File: src/hw/scvr_pkg.sv
// package: constants, register map and types of the two-wire configuration slave
// Function
// - answer only slave addresses 1000100 or 1000110; eighth bit gives direction
// - direction bit 0 means write, 1 means read
// - slave pulls acknowledge low after address, subaddress and each accepted byte
// - pointer increments after each data byte so bytes fill consecutive registers
// - first wide-screen register bits 7..4 give the enhanced-services field
// - first wide-screen register bits 3..0 give the aspect-ratio field
// - second wide-screen register: bits 2..0 subtitles, bits 5..3 reserved field
// - second wide-screen register bit 7 enables wide-screen output, reset 0
// - burst-start bit 7 uses real-time colour detect bit, needs real-time enable
// - burst-start bit 6 picks field sequence from real-time input when enabled
// - six-bit burst start position, reset 21h
// - six-bit burst end position, reset 1dh
// - first copy-generation byte sent lsb first right after run-in
// - second copy-generation byte follows the first, msb carries checksum bit
package scvr_pkg;

	// slave addresses, seven bits without the direction bit
	localparam logic [6:0] SLV_ADDR_A = 7'h44;
	localparam logic [6:0] SLV_ADDR_B = 7'h46;

	// register map
	localparam int REG_COUNT = 6;
	localparam logic [7:0] REG_BASE = 8'h26;
	localparam logic [7:0] OFS_WIDESCREEN_PAYLOAD_LOW = 8'h26;
	localparam logic [7:0] OFS_WIDESCREEN_PAYLOAD_HIGH_ENABLE = 8'h27;
	localparam logic [7:0] OFS_BURST_START = 8'h28;
	localparam logic [7:0] OFS_BURST_END = 8'h29;
	localparam logic [7:0] OFS_COPY_GENERATION_BYTE0 = 8'h2a;
	localparam logic [7:0] OFS_COPY_GENERATION_BYTE1 = 8'h2b;

	// reset values, index 0 is the register at REG_BASE
	localparam logic [7:0] RST_WIDESCREEN_PAYLOAD_LOW = 8'h00;
	localparam logic [7:0] RST_WIDESCREEN_PAYLOAD_HIGH_ENABLE = 8'h00;
	localparam logic [7:0] RST_BURST_START = 8'h21;
	localparam logic [7:0] RST_BURST_END = 8'h1d;
	localparam logic [7:0] RST_COPY_GENERATION_BYTE0 = 8'h00;
	localparam logic [7:0] RST_COPY_GENERATION_BYTE1 = 8'h00;
	localparam logic [REG_COUNT-1:0][7:0] REG_RST = {RST_COPY_GENERATION_BYTE1,
		RST_COPY_GENERATION_BYTE0, RST_BURST_END, RST_BURST_START,
		RST_WIDESCREEN_PAYLOAD_HIGH_ENABLE, RST_WIDESCREEN_PAYLOAD_LOW};

	// writable bits; reserved bits are held at zero
	localparam logic [REG_COUNT-1:0][7:0] REG_WMASK = {8'hff, 8'hff, 8'h3f, 8'hff, 8'hbf, 8'hff};

	// field positions
	localparam int WIDESCREEN_OUTPUT_ON_BIT = 7;
	localparam int COLOUR_DETECT_SEL_BIT = 7;
	localparam int FIELD_SEQ_SEL_BIT = 6;

	// configuration carried out of the register file
	typedef struct packed {
		logic [13:0] widescreen_bits;
		logic widescreen_output_on;
		logic colour_detect_from_rt_input;
		logic field_seq_from_rt_input;
		logic [5:0] burst_start_pos;
		logic [5:0] burst_end_pos;
		logic [15:0] copy_gen_code;
	} scvr_cfg_t;

	// serial slave states
	typedef enum logic [8:0] {
		ST_IDLE = 9'h001,
		ST_ADDR = 9'h002,
		ST_ADDR_ACK = 9'h004,
		ST_SUB = 9'h008,
		ST_SUB_ACK = 9'h010,
		ST_WDATA = 9'h020,
		ST_WDATA_ACK = 9'h040,
		ST_RDATA = 9'h080,
		ST_RDATA_ACK = 9'h100
	} scvr_state_t;

endpackage

File: src/hw/scvr_sync.sv
// two-stage synchroniser for pin inputs
`timescale 1ns/1ns
module scvr_sync #(
	parameter int WIDTH = 2
) (
	input wire logic sys_clk,
	input wire logic sys_rst,
	input wire logic [WIDTH-1:0] async_in,
	output logic [WIDTH-1:0] sync_out
);

	logic [WIDTH-1:0] meta_q;

	// resets high: an idle two-wire bus floats high, so no false start after reset
	always_ff @(posedge sys_clk or posedge sys_rst) begin
		if (sys_rst) begin
			meta_q <= '1;
			sync_out <= '1;
		end else begin
			meta_q <= async_in;
			sync_out <= meta_q;
		end
	end

endmodule

File: src/hw/scvr_cg_ser.sv
// copy-generation serialiser: two bytes, lsb first, byte 0 then byte 1
`timescale 1ns/1ns
module scvr_cpy_ser (
	input wire logic sys_clk,
	input wire logic sys_rst,
	input wire logic line_start,
	input wire logic bit_en,
	input wire logic [15:0] code,
	output logic bit_q,
	output logic valid_q
);

	logic [15:0] shift_q;
	logic [4:0] cnt_q;
	logic [15:0] snap_q;
	wire emit = bit_en && (cnt_q != 5'h00);

	// code is captured at line start so a register write mid-line cannot tear it
	always_ff @(posedge sys_clk or posedge sys_rst) begin
		if (sys_rst) begin
			shift_q <= 16'h0000;
			cnt_q <= 5'h00;
			bit_q <= 1'b0;
			valid_q <= 1'b0;
		end else if (line_start) begin
			shift_q <= code;
			cnt_q <= 5'h10;
			valid_q <= 1'b0;
		end else if (emit) begin
			bit_q <= shift_q[0];
			shift_q <= {1'b0, shift_q[15:1]};
			cnt_q <= cnt_q - 5'h01;
			valid_q <= 1'b1;
		end else if (bit_en) begin
			valid_q <= 1'b0;
		end
	end

	// helper copy of the loaded code, read only by the check below
	always_ff @(posedge sys_clk or posedge sys_rst) begin
		if (sys_rst) begin
			snap_q <= 16'h0000;
		end else if (line_start) begin
			snap_q <= code;
		end
	end
endmodule

File: src/hw/scvr_top.sv
// two-wire configuration slave with wide-screen, burst and copy-generation registers
`timescale 1ns/1ns
module scvr_top #(
	parameter int CPY_BIT_DIV = 64
) (
	input wire logic sys_clk,
	input wire logic sys_rst,
	input wire logic scl_i,
	input wire logic sda_i,
	output logic sda_o,
	output logic sda_oe,
	input wire logic field_sequence_select,
	input wire logic realtime_control_enable,
	input wire logic rt_field_seq,
	input wire logic rt_colour_detect,
	input wire logic cpy_line_start,
	output scvr_pkg::scvr_cfg_t cfg,
	output logic field_seq_q,
	output logic colour_detect_q,
	output logic cpy_bit,
	output logic cpy_bit_valid
);

	logic [1:0] pin_s;
	logic scl_prev_q;
	logic sda_prev_q;
	scvr_pkg::scvr_state_t state_q;
	scvr_pkg::scvr_state_t state_d;
	logic [3:0] bitcnt_q;
	logic [3:0] bitcnt_d;
	logic [7:0] shift_q;
	logic [7:0] shift_d;
	logic [7:0] ptr_q;
	logic [7:0] ptr_d;
	logic sda_oe_q;
	logic sda_oe_d;
	logic rw_q;
	logic rw_d;
	logic mack_q;
	logic mack_d;
	logic [7:0] regs_q [scvr_pkg::REG_COUNT];
	logic [15:0] div_q;

	// pins pass two flops before any edge logic looks at them
	scvr_sync #(
		.WIDTH(2)
	) u_sync (
		.sys_clk(sys_clk),
		.sys_rst(sys_rst),
		.async_in({scl_i, sda_i}),
		.sync_out(pin_s)
	);

	wire scl_s = pin_s[1];
	wire sda_s = pin_s[0];

	always_ff @(posedge sys_clk or posedge sys_rst) begin
		if (sys_rst) begin
			scl_prev_q <= 1'b1;
			sda_prev_q <= 1'b1;
		end else begin
			scl_prev_q <= scl_s;
			sda_prev_q <= sda_s;
		end
	end

	// bus events; start and stop are sda edges while scl stays high
	wire scl_rise = scl_s && !scl_prev_q;
	wire scl_fall = !scl_s && scl_prev_q;
	wire start_det = scl_s && scl_prev_q && sda_prev_q && !sda_s;
	wire stop_det = scl_s && scl_prev_q && !sda_prev_q && sda_s;
	wire byte_done = (bitcnt_q == 4'h8);
	wire addr_match = (shift_q[7:1] == scvr_pkg::SLV_ADDR_A) || (shift_q[7:1] == scvr_pkg::SLV_ADDR_B);

	// register decode for the current and the next pointer
	wire [7:0] rel_cur = ptr_q - scvr_pkg::REG_BASE;
	wire [7:0] ptr_inc = ptr_q + 8'h01;
	wire [7:0] rel_next = ptr_inc - scvr_pkg::REG_BASE;
	wire cur_hit = rel_cur < 8'(scvr_pkg::REG_COUNT);
	wire next_hit = rel_next < 8'(scvr_pkg::REG_COUNT);
	wire [7:0] rd_byte = cur_hit ? regs_q[rel_cur[2:0]] : 8'h00;
	wire [7:0] rd_next = next_hit ? regs_q[rel_next[2:0]] : 8'h00;
	wire wr_en = scl_fall && !start_det && !stop_det && (state_q == scvr_pkg::ST_WDATA) && byte_done;

	// slave sequencer; data moves on scl falling edges, samples taken on rising
	always_comb begin
		state_d = state_q;
		bitcnt_d = bitcnt_q;
		shift_d = shift_q;
		ptr_d = ptr_q;
		sda_oe_d = sda_oe_q;
		rw_d = rw_q;
		mack_d = mack_q;
		if (stop_det) begin
			state_d = scvr_pkg::ST_IDLE;
			sda_oe_d = 1'b0;
		end else if (start_det) begin
			state_d = scvr_pkg::ST_ADDR;
			bitcnt_d = 4'h0;
			sda_oe_d = 1'b0;
		end else if (scl_rise) begin
			if (state_q == scvr_pkg::ST_ADDR || state_q == scvr_pkg::ST_SUB || state_q == scvr_pkg::ST_WDATA) begin
				shift_d = {shift_q[6:0], sda_s};
				bitcnt_d = bitcnt_q + 4'h1;
			end
			if (state_q == scvr_pkg::ST_RDATA_ACK) begin
				mack_d = !sda_s;
			end
		end else if (scl_fall) begin
			unique case (state_q)
				scvr_pkg::ST_IDLE: begin
					state_d = scvr_pkg::ST_IDLE;
				end
				scvr_pkg::ST_ADDR: begin
					if (byte_done && addr_match) begin
						state_d = scvr_pkg::ST_ADDR_ACK;
						sda_oe_d = 1'b1;
						rw_d = shift_q[0];
					end else if (byte_done) begin
						state_d = scvr_pkg::ST_IDLE;
					end
				end
				scvr_pkg::ST_ADDR_ACK: begin
					bitcnt_d = 4'h0;
					if (rw_q) begin
						state_d = scvr_pkg::ST_RDATA;
						shift_d = rd_byte;
						sda_oe_d = !rd_byte[7];
					end else begin
						state_d = scvr_pkg::ST_SUB;
						sda_oe_d = 1'b0;
					end
				end
				scvr_pkg::ST_SUB: begin
					if (byte_done) begin
						state_d = scvr_pkg::ST_SUB_ACK;
						sda_oe_d = 1'b1;
					end
				end
				scvr_pkg::ST_SUB_ACK: begin
					ptr_d = shift_q;
					state_d = scvr_pkg::ST_WDATA;
					sda_oe_d = 1'b0;
					bitcnt_d = 4'h0;
				end
				scvr_pkg::ST_WDATA: begin
					if (byte_done) begin
						state_d = scvr_pkg::ST_WDATA_ACK;
						sda_oe_d = 1'b1;
					end
				end
				scvr_pkg::ST_WDATA_ACK: begin
					ptr_d = ptr_inc;
					state_d = scvr_pkg::ST_WDATA;
					sda_oe_d = 1'b0;
					bitcnt_d = 4'h0;
				end
				scvr_pkg::ST_RDATA: begin
					if (bitcnt_q == 4'h7) begin
						state_d = scvr_pkg::ST_RDATA_ACK;
						sda_oe_d = 1'b0;
						mack_d = 1'b0;
					end else begin
						shift_d = {shift_q[6:0], 1'b0};
						sda_oe_d = !shift_q[6];
						bitcnt_d = bitcnt_q + 4'h1;
					end
				end
				scvr_pkg::ST_RDATA_ACK: begin
					if (mack_q) begin
						ptr_d = ptr_inc;
						shift_d = rd_next;
						sda_oe_d = !rd_next[7];
						bitcnt_d = 4'h0;
						state_d = scvr_pkg::ST_RDATA;
					end else begin
						state_d = scvr_pkg::ST_IDLE;
					end
				end
			endcase
		end
	end

	always_ff @(posedge sys_clk or posedge sys_rst) begin
		if (sys_rst) begin
			state_q <= scvr_pkg::ST_IDLE;
			bitcnt_q <= 4'h0;
			shift_q <= 8'h00;
			ptr_q <= 8'h00;
			sda_oe_q <= 1'b0;
			rw_q <= 1'b0;
			mack_q <= 1'b0;
		end else begin
			state_q <= state_d;
			bitcnt_q <= bitcnt_d;
			shift_q <= shift_d;
			ptr_q <= ptr_d;
			sda_oe_q <= sda_oe_d;
			rw_q <= rw_d;
			mack_q <= mack_d;
		end
	end

	// open drain: only ever pull low
	assign sda_o = 1'b0;
	assign sda_oe = sda_oe_q;

	// register file; unmapped subaddresses are acknowledged but store nothing
	for (genvar i = 0; i < scvr_pkg::REG_COUNT; i++) begin : g_reg
		always_ff @(posedge sys_clk or posedge sys_rst) begin
			if (sys_rst) begin
				regs_q[i] <= scvr_pkg::REG_RST[i];
			end else if (wr_en && cur_hit && rel_cur[2:0] == 3'(i)) begin
				regs_q[i] <= shift_q & scvr_pkg::REG_WMASK[i];
			end
		end
	end

	// configuration fields taken straight from the register flops
	assign cfg.widescreen_bits = {regs_q[1][5:0], regs_q[0][7:4], regs_q[0][3:0]};
	assign cfg.widescreen_output_on = regs_q[1][scvr_pkg::WIDESCREEN_OUTPUT_ON_BIT];
	assign cfg.colour_detect_from_rt_input = regs_q[2][scvr_pkg::COLOUR_DETECT_SEL_BIT];
	assign cfg.field_seq_from_rt_input = regs_q[2][scvr_pkg::FIELD_SEQ_SEL_BIT];
	assign cfg.burst_start_pos = regs_q[2][5:0];
	assign cfg.burst_end_pos = regs_q[3][5:0];
	assign cfg.copy_gen_code = {regs_q[5], regs_q[4]};

	// real-time input options only take hold when the real-time enable is set
	wire field_src_rt = cfg.field_seq_from_rt_input && realtime_control_enable;
	wire col_src_rt = cfg.colour_detect_from_rt_input && realtime_control_enable;

	always_ff @(posedge sys_clk or posedge sys_rst) begin
		if (sys_rst) begin
			field_seq_q <= 1'b0;
			colour_detect_q <= 1'b1;
		end else begin
			field_seq_q <= field_src_rt ? rt_field_seq : field_sequence_select;
			colour_detect_q <= col_src_rt ? rt_colour_detect : 1'b1;
		end
	end

	// copy-generation bit clock; restarts at each line so the first bit lands at a fixed place
	wire cpy_bit_en = (div_q == 16'(CPY_BIT_DIV - 1));

	always_ff @(posedge sys_clk or posedge sys_rst) begin
		if (sys_rst) begin
			div_q <= 16'h0000;
		end else if (cpy_line_start || cpy_bit_en) begin
			div_q <= 16'h0000;
		end else begin
			div_q <= div_q + 16'h0001;
		end
	end

	scvr_cpy_ser u_cpy_ser (
		.sys_clk(sys_clk),
		.sys_rst(sys_rst),
		.line_start(cpy_line_start),
		.bit_en(cpy_bit_en),
		.code(cfg.copy_gen_code),
		.bit_q(cpy_bit),
		.valid_q(cpy_bit_valid)
	);
endmodule

File: config.mk
export PLATFORM = sky130hd
export DESIGN_NAME = scvr_top
export DESIGN_NICKNAME = d
export VERILOG_FILES = /design/src/hw/scvr_pkg.sv /design/src/hw/scvr_sync.sv /design/src/hw/scvr_cg_ser.sv /design/src/hw/scvr_top.sv
export SDC_FILE = /design/constraint.sdc
export NUM_CORES = 1
export LEC_CHECK = 0
export ABC_CLOCK_PERIOD_IN_PS = 4400
export BUFFER_PORTS_ARGS = -buffer_cell sky130_fd_sc_hd__buf_2
export CORE_UTILIZATION = 35
export CTS_BUF_LIST = sky130_fd_sc_hd__clkbuf_8 sky130_fd_sc_hd__clkbuf_16
export DETAILED_ROUTE_END_ITERATION = 7
export MAX_ROUTING_LAYER = met4
export SETUP_SLACK_MARGIN = 0.15
export SLEW_MARGIN = 40
export SYNTH_ARGS = -nofsm -noshare
export SYNTH_HDL_FRONTEND = slang
export SYNTH_HIERARCHICAL = 1
export SYNTH_SLANG_ARGS = --single-unit
File: constraint.sdc
create_clock -name sys_clk -period 4.4 [get_ports sys_clk]
set_input_delay 1.32 -clock sys_clk [delete_from_list [all_inputs] [get_ports sys_clk]]
set_output_delay 1.32 -clock sys_clk [all_outputs]
set_load 0.01 [all_outputs]
==> results of run 1 <==
-- cell families (layout without fill, tap and decap cells) --
logic type | count (synthesis) | in the layout | synth area share
and+or+nand+nor | 223 | 223 | 0.1718
AOI/OAI and AO/OA | 174 | 174 | 0.1503
muxes | 82 | 82 | 0.1440
adders and majority gates | 14 | 14 | 0.02398
other | 1 | 1 | 0.0005207
buffers and inverters | 82 | 124 | 0.04934
DFF | 124 | 124 | 0.4333
xor gates and xnor gates | 22 | 22 | 0.02676
-- routing by layer --
metal	GRT usage	vias to the layer above	share of wire	routed length, um
met5	-	-	0	0
met4	0.06105	0	0.016	293
met3	0.02759	22	0.028	516
met2	0.2916	106	0.49	8886
met1	0.2425	2808	0.47	8433
li1	-	2691	-	-
-- through the flow --
| step | cell area [um2] | util | hold slack, ns | setup slack, ns | std cells |
|---|---|---|---|---|---|
| floorplan | 7202 | - | 0.3452 | 0.5628 | 722 |
| global placement | 7639 | 0.3775 | 0.3462 | 1.074 | 1000 |
| detailed placement | 7651 | 0.3781 | 0.3472 | 1.029 | 1002 |
| CTS | 8260 | 0.4082 | 0.3559 | 0.9906 | 1034 |
| global route | 8260 | 0.4082 | 0.3587 | 0.5910 | 1034 |
| finish | 8260 | 0.4082 | 0.3555 | 0.9558 | 1034 |
-- final cells by class --
cell class	instances	area, um2	area share
Clock buffer	18	439.2	0.05317
Clock inverter	14	170.2	0.02060
Inverter	26	102.6	0.01242
Sequential cell	124	3122	0.3779
Timing Repair Buffer	66	345.3	0.04181
Multi-Input combinational cell	516	3744	0.4532
Tap cell	270	337.8	0.04090
-- final timing paths --
check / end / slack (ns)
max in group asynchronous: cfg[19] / 2.63
worst min-delay path: u_sync/sync_out[0] / 0.36
worst min register to register: u_sync/sync_out[0] / 0.36
min in group asynchronous: u_cpy_ser/cnt_q[2] / 0.99
worst max-delay path: shift_q[3] / 0.96
worst max register to register: shift_q[3] / 0.96
-- flip-flops by register name, summed over array words and instances (netlist names), 2 cells and up --
| register | count |
|---|---|
| cfg | 45 |
| u_sync/sync_out | 2 |
| bitcnt_q | 4 |
| shift_q | 8 |
| u_cpy_ser/shift_q | 16 |
| div_q | 16 |
| u_sync/meta_q | 2 |
| state_q | 9 |
| ptr_q | 8 |
| u_cpy_ser/cnt_q | 5 |
-- layout by cell type, fill, tap and decap left out, drive strengths merged, types with 5 or more instances in the layout --
cell,n
nand3,19
xnor2,7
nand2,53
nor3,9
clkbuf,18
nor2b,20
nand2b,5
ha,13
nand4,8
mux4,12
nor4,11
o21ai,49
inv,27
and2,8
o21a,6
a31oi,18
a21oi,52
dfrtp,110
clkinv,6
and3,7
a221oi,5
mux2,53
or2,6
buf,66
xor2,15
dfstp,14
nor2,45
mux2i,17
-- worst max-delay path: stages, from the launching register on --
cell      delay (ns)
dfrtp_1         0.75
inv_1           0.14
ha_1            0.67
ha_1            0.34
xnor2_1         0.21
mux2i_1         0.13
a221oi_1        0.33
nand3_1         0.25
o311ai_0        0.39
o21a_1          0.17
-- where the power goes --
group          internal (W)  switching, W  leakage, nW  total, W
registers           0.00117     0.0000458         1.65   0.00122
logic             0.0000441     0.0000789         1.60  0.000123
clock network      0.000905      0.000547        0.288   0.00145
total               0.00212      0.000672         3.54   0.00279
==> metrics.csv, run 1 <==
metric,value,unit
outcome,"finished, final reports clean",
core area,0.02023,mm2
Root Buffer Master,clkbuf_16,
ANT cells,0,
# IOs,60,
Syn Nets,744,
critical path startpoint,ptr_q[1],
Cells on Worst Hold Path,0,
total setup buffers inserted after CTS,0,
Critical Path Sink Type,register,
Pwr per Cell Area,337.8,mW/mm2
Pre-antenna DRT Iters,5,
FF-to-FF Start,ptr_q[1],
clock slew at reported path FFs,0.06,ns
FP Rows,52,
final wirelength,18.13,mm
CTS tree,yes,
ys async rst share,1.000,
number of flops mapped to enable cells by yosys,0,
vias post-DR,5627,
DRC viols,0,
commonest cells in the netlist,"dfrtp_1, mux2_2, nand2_1, a21oi_1, o21ai_0",
Max H-tree Level,4,
worst slew pin tran,0.8507,ns
Cells after Synth,722,
hold_buf cts,0,
Yosys cell types,75,
drt first-iter violations,376,
CTS Sinks,124,
P&R area growth vs syn,14.70,%
Tcrit/Tclk final,0.7828,
Hold Crit Class,register to register,
Yosys top cell area share,0.3822,
initial antenna violation count,0,
maximum VDD drop,0.2555,mV
Worst Reg2Reg Path Length in Cells,9,
die area,0.02115,mm2
per-instance average area after synthesis,9.975,um2
sequential element share of the synthesized area,0.4333,
vias per inst,5.442,
largest net degree at the start of global routing,68,
post-synth design cell area,0.007202,mm2
crit path max fanout,19,
Overall Power,0.002790,W
critical path class,register to register,
vias in the first global route,5435,
"flops & latches, synth",124,
Synthesis Warnings,6,
LEAKAGE,3.540,nW
"Hold Vio Cnt, Final",0,
post-CTS resize count,0,
layout cells sized above 1,0.2657,
Peak Freq,290.3,MHz
gpl congestion,0.8613,
initial core utilization,0.3559,
Post-Route Setup TNS,0,ns
gr usage total,0.1843,
grt total ovfl,0,
Hold Crit Start,u_sync/meta_q[0],
post-layout net count,773,
per-cell routed wire length,17.53,um
min Tclk post-route,3.444,ns
Max Clock Skew,0.01187,ns
Slew Limit Fails,0,
global-route wire length before repair,29.88,mm
RSZ-0062 raised after global routing,no,
"count leader, synth",dfrtp_1,
CP Data Arrival Time,3.80,ns
Die Y,145.4,um
Startpoint Class,register,
cts bufs inserted,17,
# fillers,1940,
main flop type after synthesis,dfrtp_1,
DRT antenna net count,0,
maximum clock path buffer count,2,
Synth area leader,dfrtp_1,
Max Cap Viol,0,
Max-slew headroom,0.4285,
Setup-failing EPs final,0,
CP required,4.76,ns
Die Width,145.4,um
detailed placer's ending HPWL,12.69,mm
"top cells by area, synth","dfrtp_1, mux2_2, dfstp_2, mux4_2, a21oi_1",
Worst-Skew Late Latency,0.43,ns
PortBufs,58,
Power figures use the tool's default switching activity.
==> inputs of run 2 (changes only) <==
--- a/config.mk
+++ b/config.mk
@@ -5,7 +5,7 @@
 export SDC_FILE = /design/constraint.sdc
 export NUM_CORES = 1
 export LEC_CHECK = 0
-export ABC_CLOCK_PERIOD_IN_PS = 4400
+export ABC_CLOCK_PERIOD_IN_PS = 2800
 export BUFFER_PORTS_ARGS = -buffer_cell sky130_fd_sc_hd__buf_2
 export CORE_UTILIZATION = 35
 export CTS_BUF_LIST = sky130_fd_sc_hd__clkbuf_8 sky130_fd_sc_hd__clkbuf_16
==> constraint.sdc (replaced) <==
create_clock -name sys_clk -period 2.8 [get_ports sys_clk]
set_input_delay 0.84 -clock sys_clk [delete_from_list [all_inputs] [get_ports sys_clk]]
set_output_delay 0.84 -clock sys_clk [all_outputs]
set_load 0.01 [all_outputs]
==> run 2 against run 1 <==
Combinational power up 97%. Register-to-register slack worse by 0.80 ns. Global-route usage up 0.42 points. Final cell count up 3.0%. Worst setup slack worse by 0.80 ns. Highest routed layer unchanged. Clock power up 46%. Sequential power up 55%. Maximum frequency up 30%.
==> metrics.csv, run 2 (synthesis gave the netlist of run 1 again) <==
metric,value,unit
final wirelength,18.42,mm
vias in the first global route,5560,
maximum clock path buffer count,2,
Pre-antenna DRT Iters,5,
pre-CTS WS,0.1869,ns
maximum VDD drop,0.4313,mV
max reg flops,45,
drt first-iter violations,426,
"Hold Vio Cnt, Final",0,
worst setup margin,0.1552,ns
most frequent cells in the layout,"dfrtp_1, buf_2, mux2_2",
initial core utilization,0.3559,
CP bufs+invs,0,
Setup-failing EPs final,0,
Final Core Density,0.4226,
core area,0.02023,mm2
PortBufs,58,
outcome,"finished, final reports clean",
Die Width,145.4,um
# fillers,1911,
Max-slew headroom,0.5502,
Critical Path Sink Type,register,
Peak Freq,378.1,MHz
DRC viols,0,
Max Clock Skew,0.01024,ns
Die Y,145.4,um
Slew Limit Fails,0,
global-route wire length before repair,30.47,mm
CTS Sinks,124,
gpl congestion,0.9146,
CP top delay family,simple AND/OR/NAND/NOR gates,
Overall Power,0.004244,W
ANT cells,0,
die area,0.02115,mm2
detailed placer's ending HPWL,13.00,mm
crit path max fanout,8,
Pwr per Cell Area,496.3,mW/mm2
worst slew pin tran,0.6747,ns
Max H-tree Level,4,
Crit-path slowest cell,or4_4,
largest net degree at the start of global routing,55,
CP Data Arrival Time,2.98,ns
Startpoint Class,register,
FP Rows,52,
critical path class,register to register,
clock slew at reported path FFs,0.06,ns
RSZ-0062 raised after global routing,yes,
max incr delay on CP,0.61,ns
gr usage total,0.1885,
crit-path cells,or4_4 -> nor4_4 -> nor3_4 -> o31a_1 -> or3b_4 -> o32ai_2,
cts bufs inserted,17,
Root Buffer Master,clkbuf_16,
per-cell routed wire length,17.30,um
LEAKAGE,3.698,nW
layout cells sized above 1,0.3094,
hold_buf cts,0,
DRT antenna net count,0,
Hold Crit Class,register to register,
Tcrit/Tclk final,0.9446,
initial antenna violation count,0,
vias post-DR,5787,
P&R area growth vs syn,18.75,%
Worst-Skew Late Latency,0.42,ns
# IOs,60,
CP required,3.13,ns
"commonest non-fill, non-tap cell in the layout",dfrtp_1,
Post-Route Setup TNS,0,ns
post-layout net count,804,
Max Cap Viol,0,
min Tclk post-route,2.645,ns
vias per inst,5.434,
Hold WS,0.3546,ns
grt total ovfl,0,
CTS tree,yes,
Reg2Reg Setup Slack,0.16,ns
run 2: cell count changes in the layout (fill, tap and decap cells not counted), sizes merged:
cell / change
inv: +1
clkbuf: +1
buf: +31
bufinv: -2
run 2: where the power goes:
| part | leakage (nW) | switching (W) | internal (W) |
|---|---|---|---|
| registers | 1.64 | 0.0000491 | 0.00184 |
| logic | 1.78 | 0.000153 | 0.0000888 |
| clock network | 0.276 | 0.000845 | 0.00127 |
run 2: cell type report:
cell class / count / area (um2) / area share
Multi-Input combinational cell: 516 / 3811 / 0.4456
Inverter: 26 / 101.3 / 0.01185
Tap cell: 270 / 337.8 / 0.03950
Timing Repair Buffer: 97 / 608.1 / 0.07110
Clock inverter: 13 / 116.4 / 0.01361
Sequential cell: 124 / 3124 / 0.3653
Clock buffer: 19 / 452.9 / 0.05296
run 2: stage by stage:
stage / std cells / instance area (um2)
global route: 1065 / 8552
global placement: 1027 / 7878
floorplan: 722 / 7231
finish: 1065 / 8552
detailed placement: 1027 / 7878
CTS: 1059 / 8447
run 2: per-layer routing:
metal / part of all wire / track usage
met1: 0.46 / 0.2463
met2: 0.49 / 0.2921
met3: 0.037 / 0.03072
met4: 0.020 / 0.07579
met5: 0 / -
run 2: worst paths after layout:
kind                                       start            endpoint  cells past startpoint
min in group asynchronous                sys_rst         bitcnt_q[1]                      2
worst min-delay path            u_sync/meta_q[0]  u_sync/sync_out[0]                      0
worst max-delay path                  state_q[1]         bitcnt_q[2]                      6
worst min register to register  u_sync/meta_q[0]  u_sync/sync_out[0]                      0
max in group asynchronous                sys_rst             cfg[18]                      3
worst max register to register        state_q[1]         bitcnt_q[2]                      6
run 2: timing repair:
| action | 4_1_cts | 5_1_grt |
|---|---|---|
| setup endpoints to repair | 0 | 22 |
| gates resized for setup | 0 | 14 |
| setup buffers | 0 | 6 |
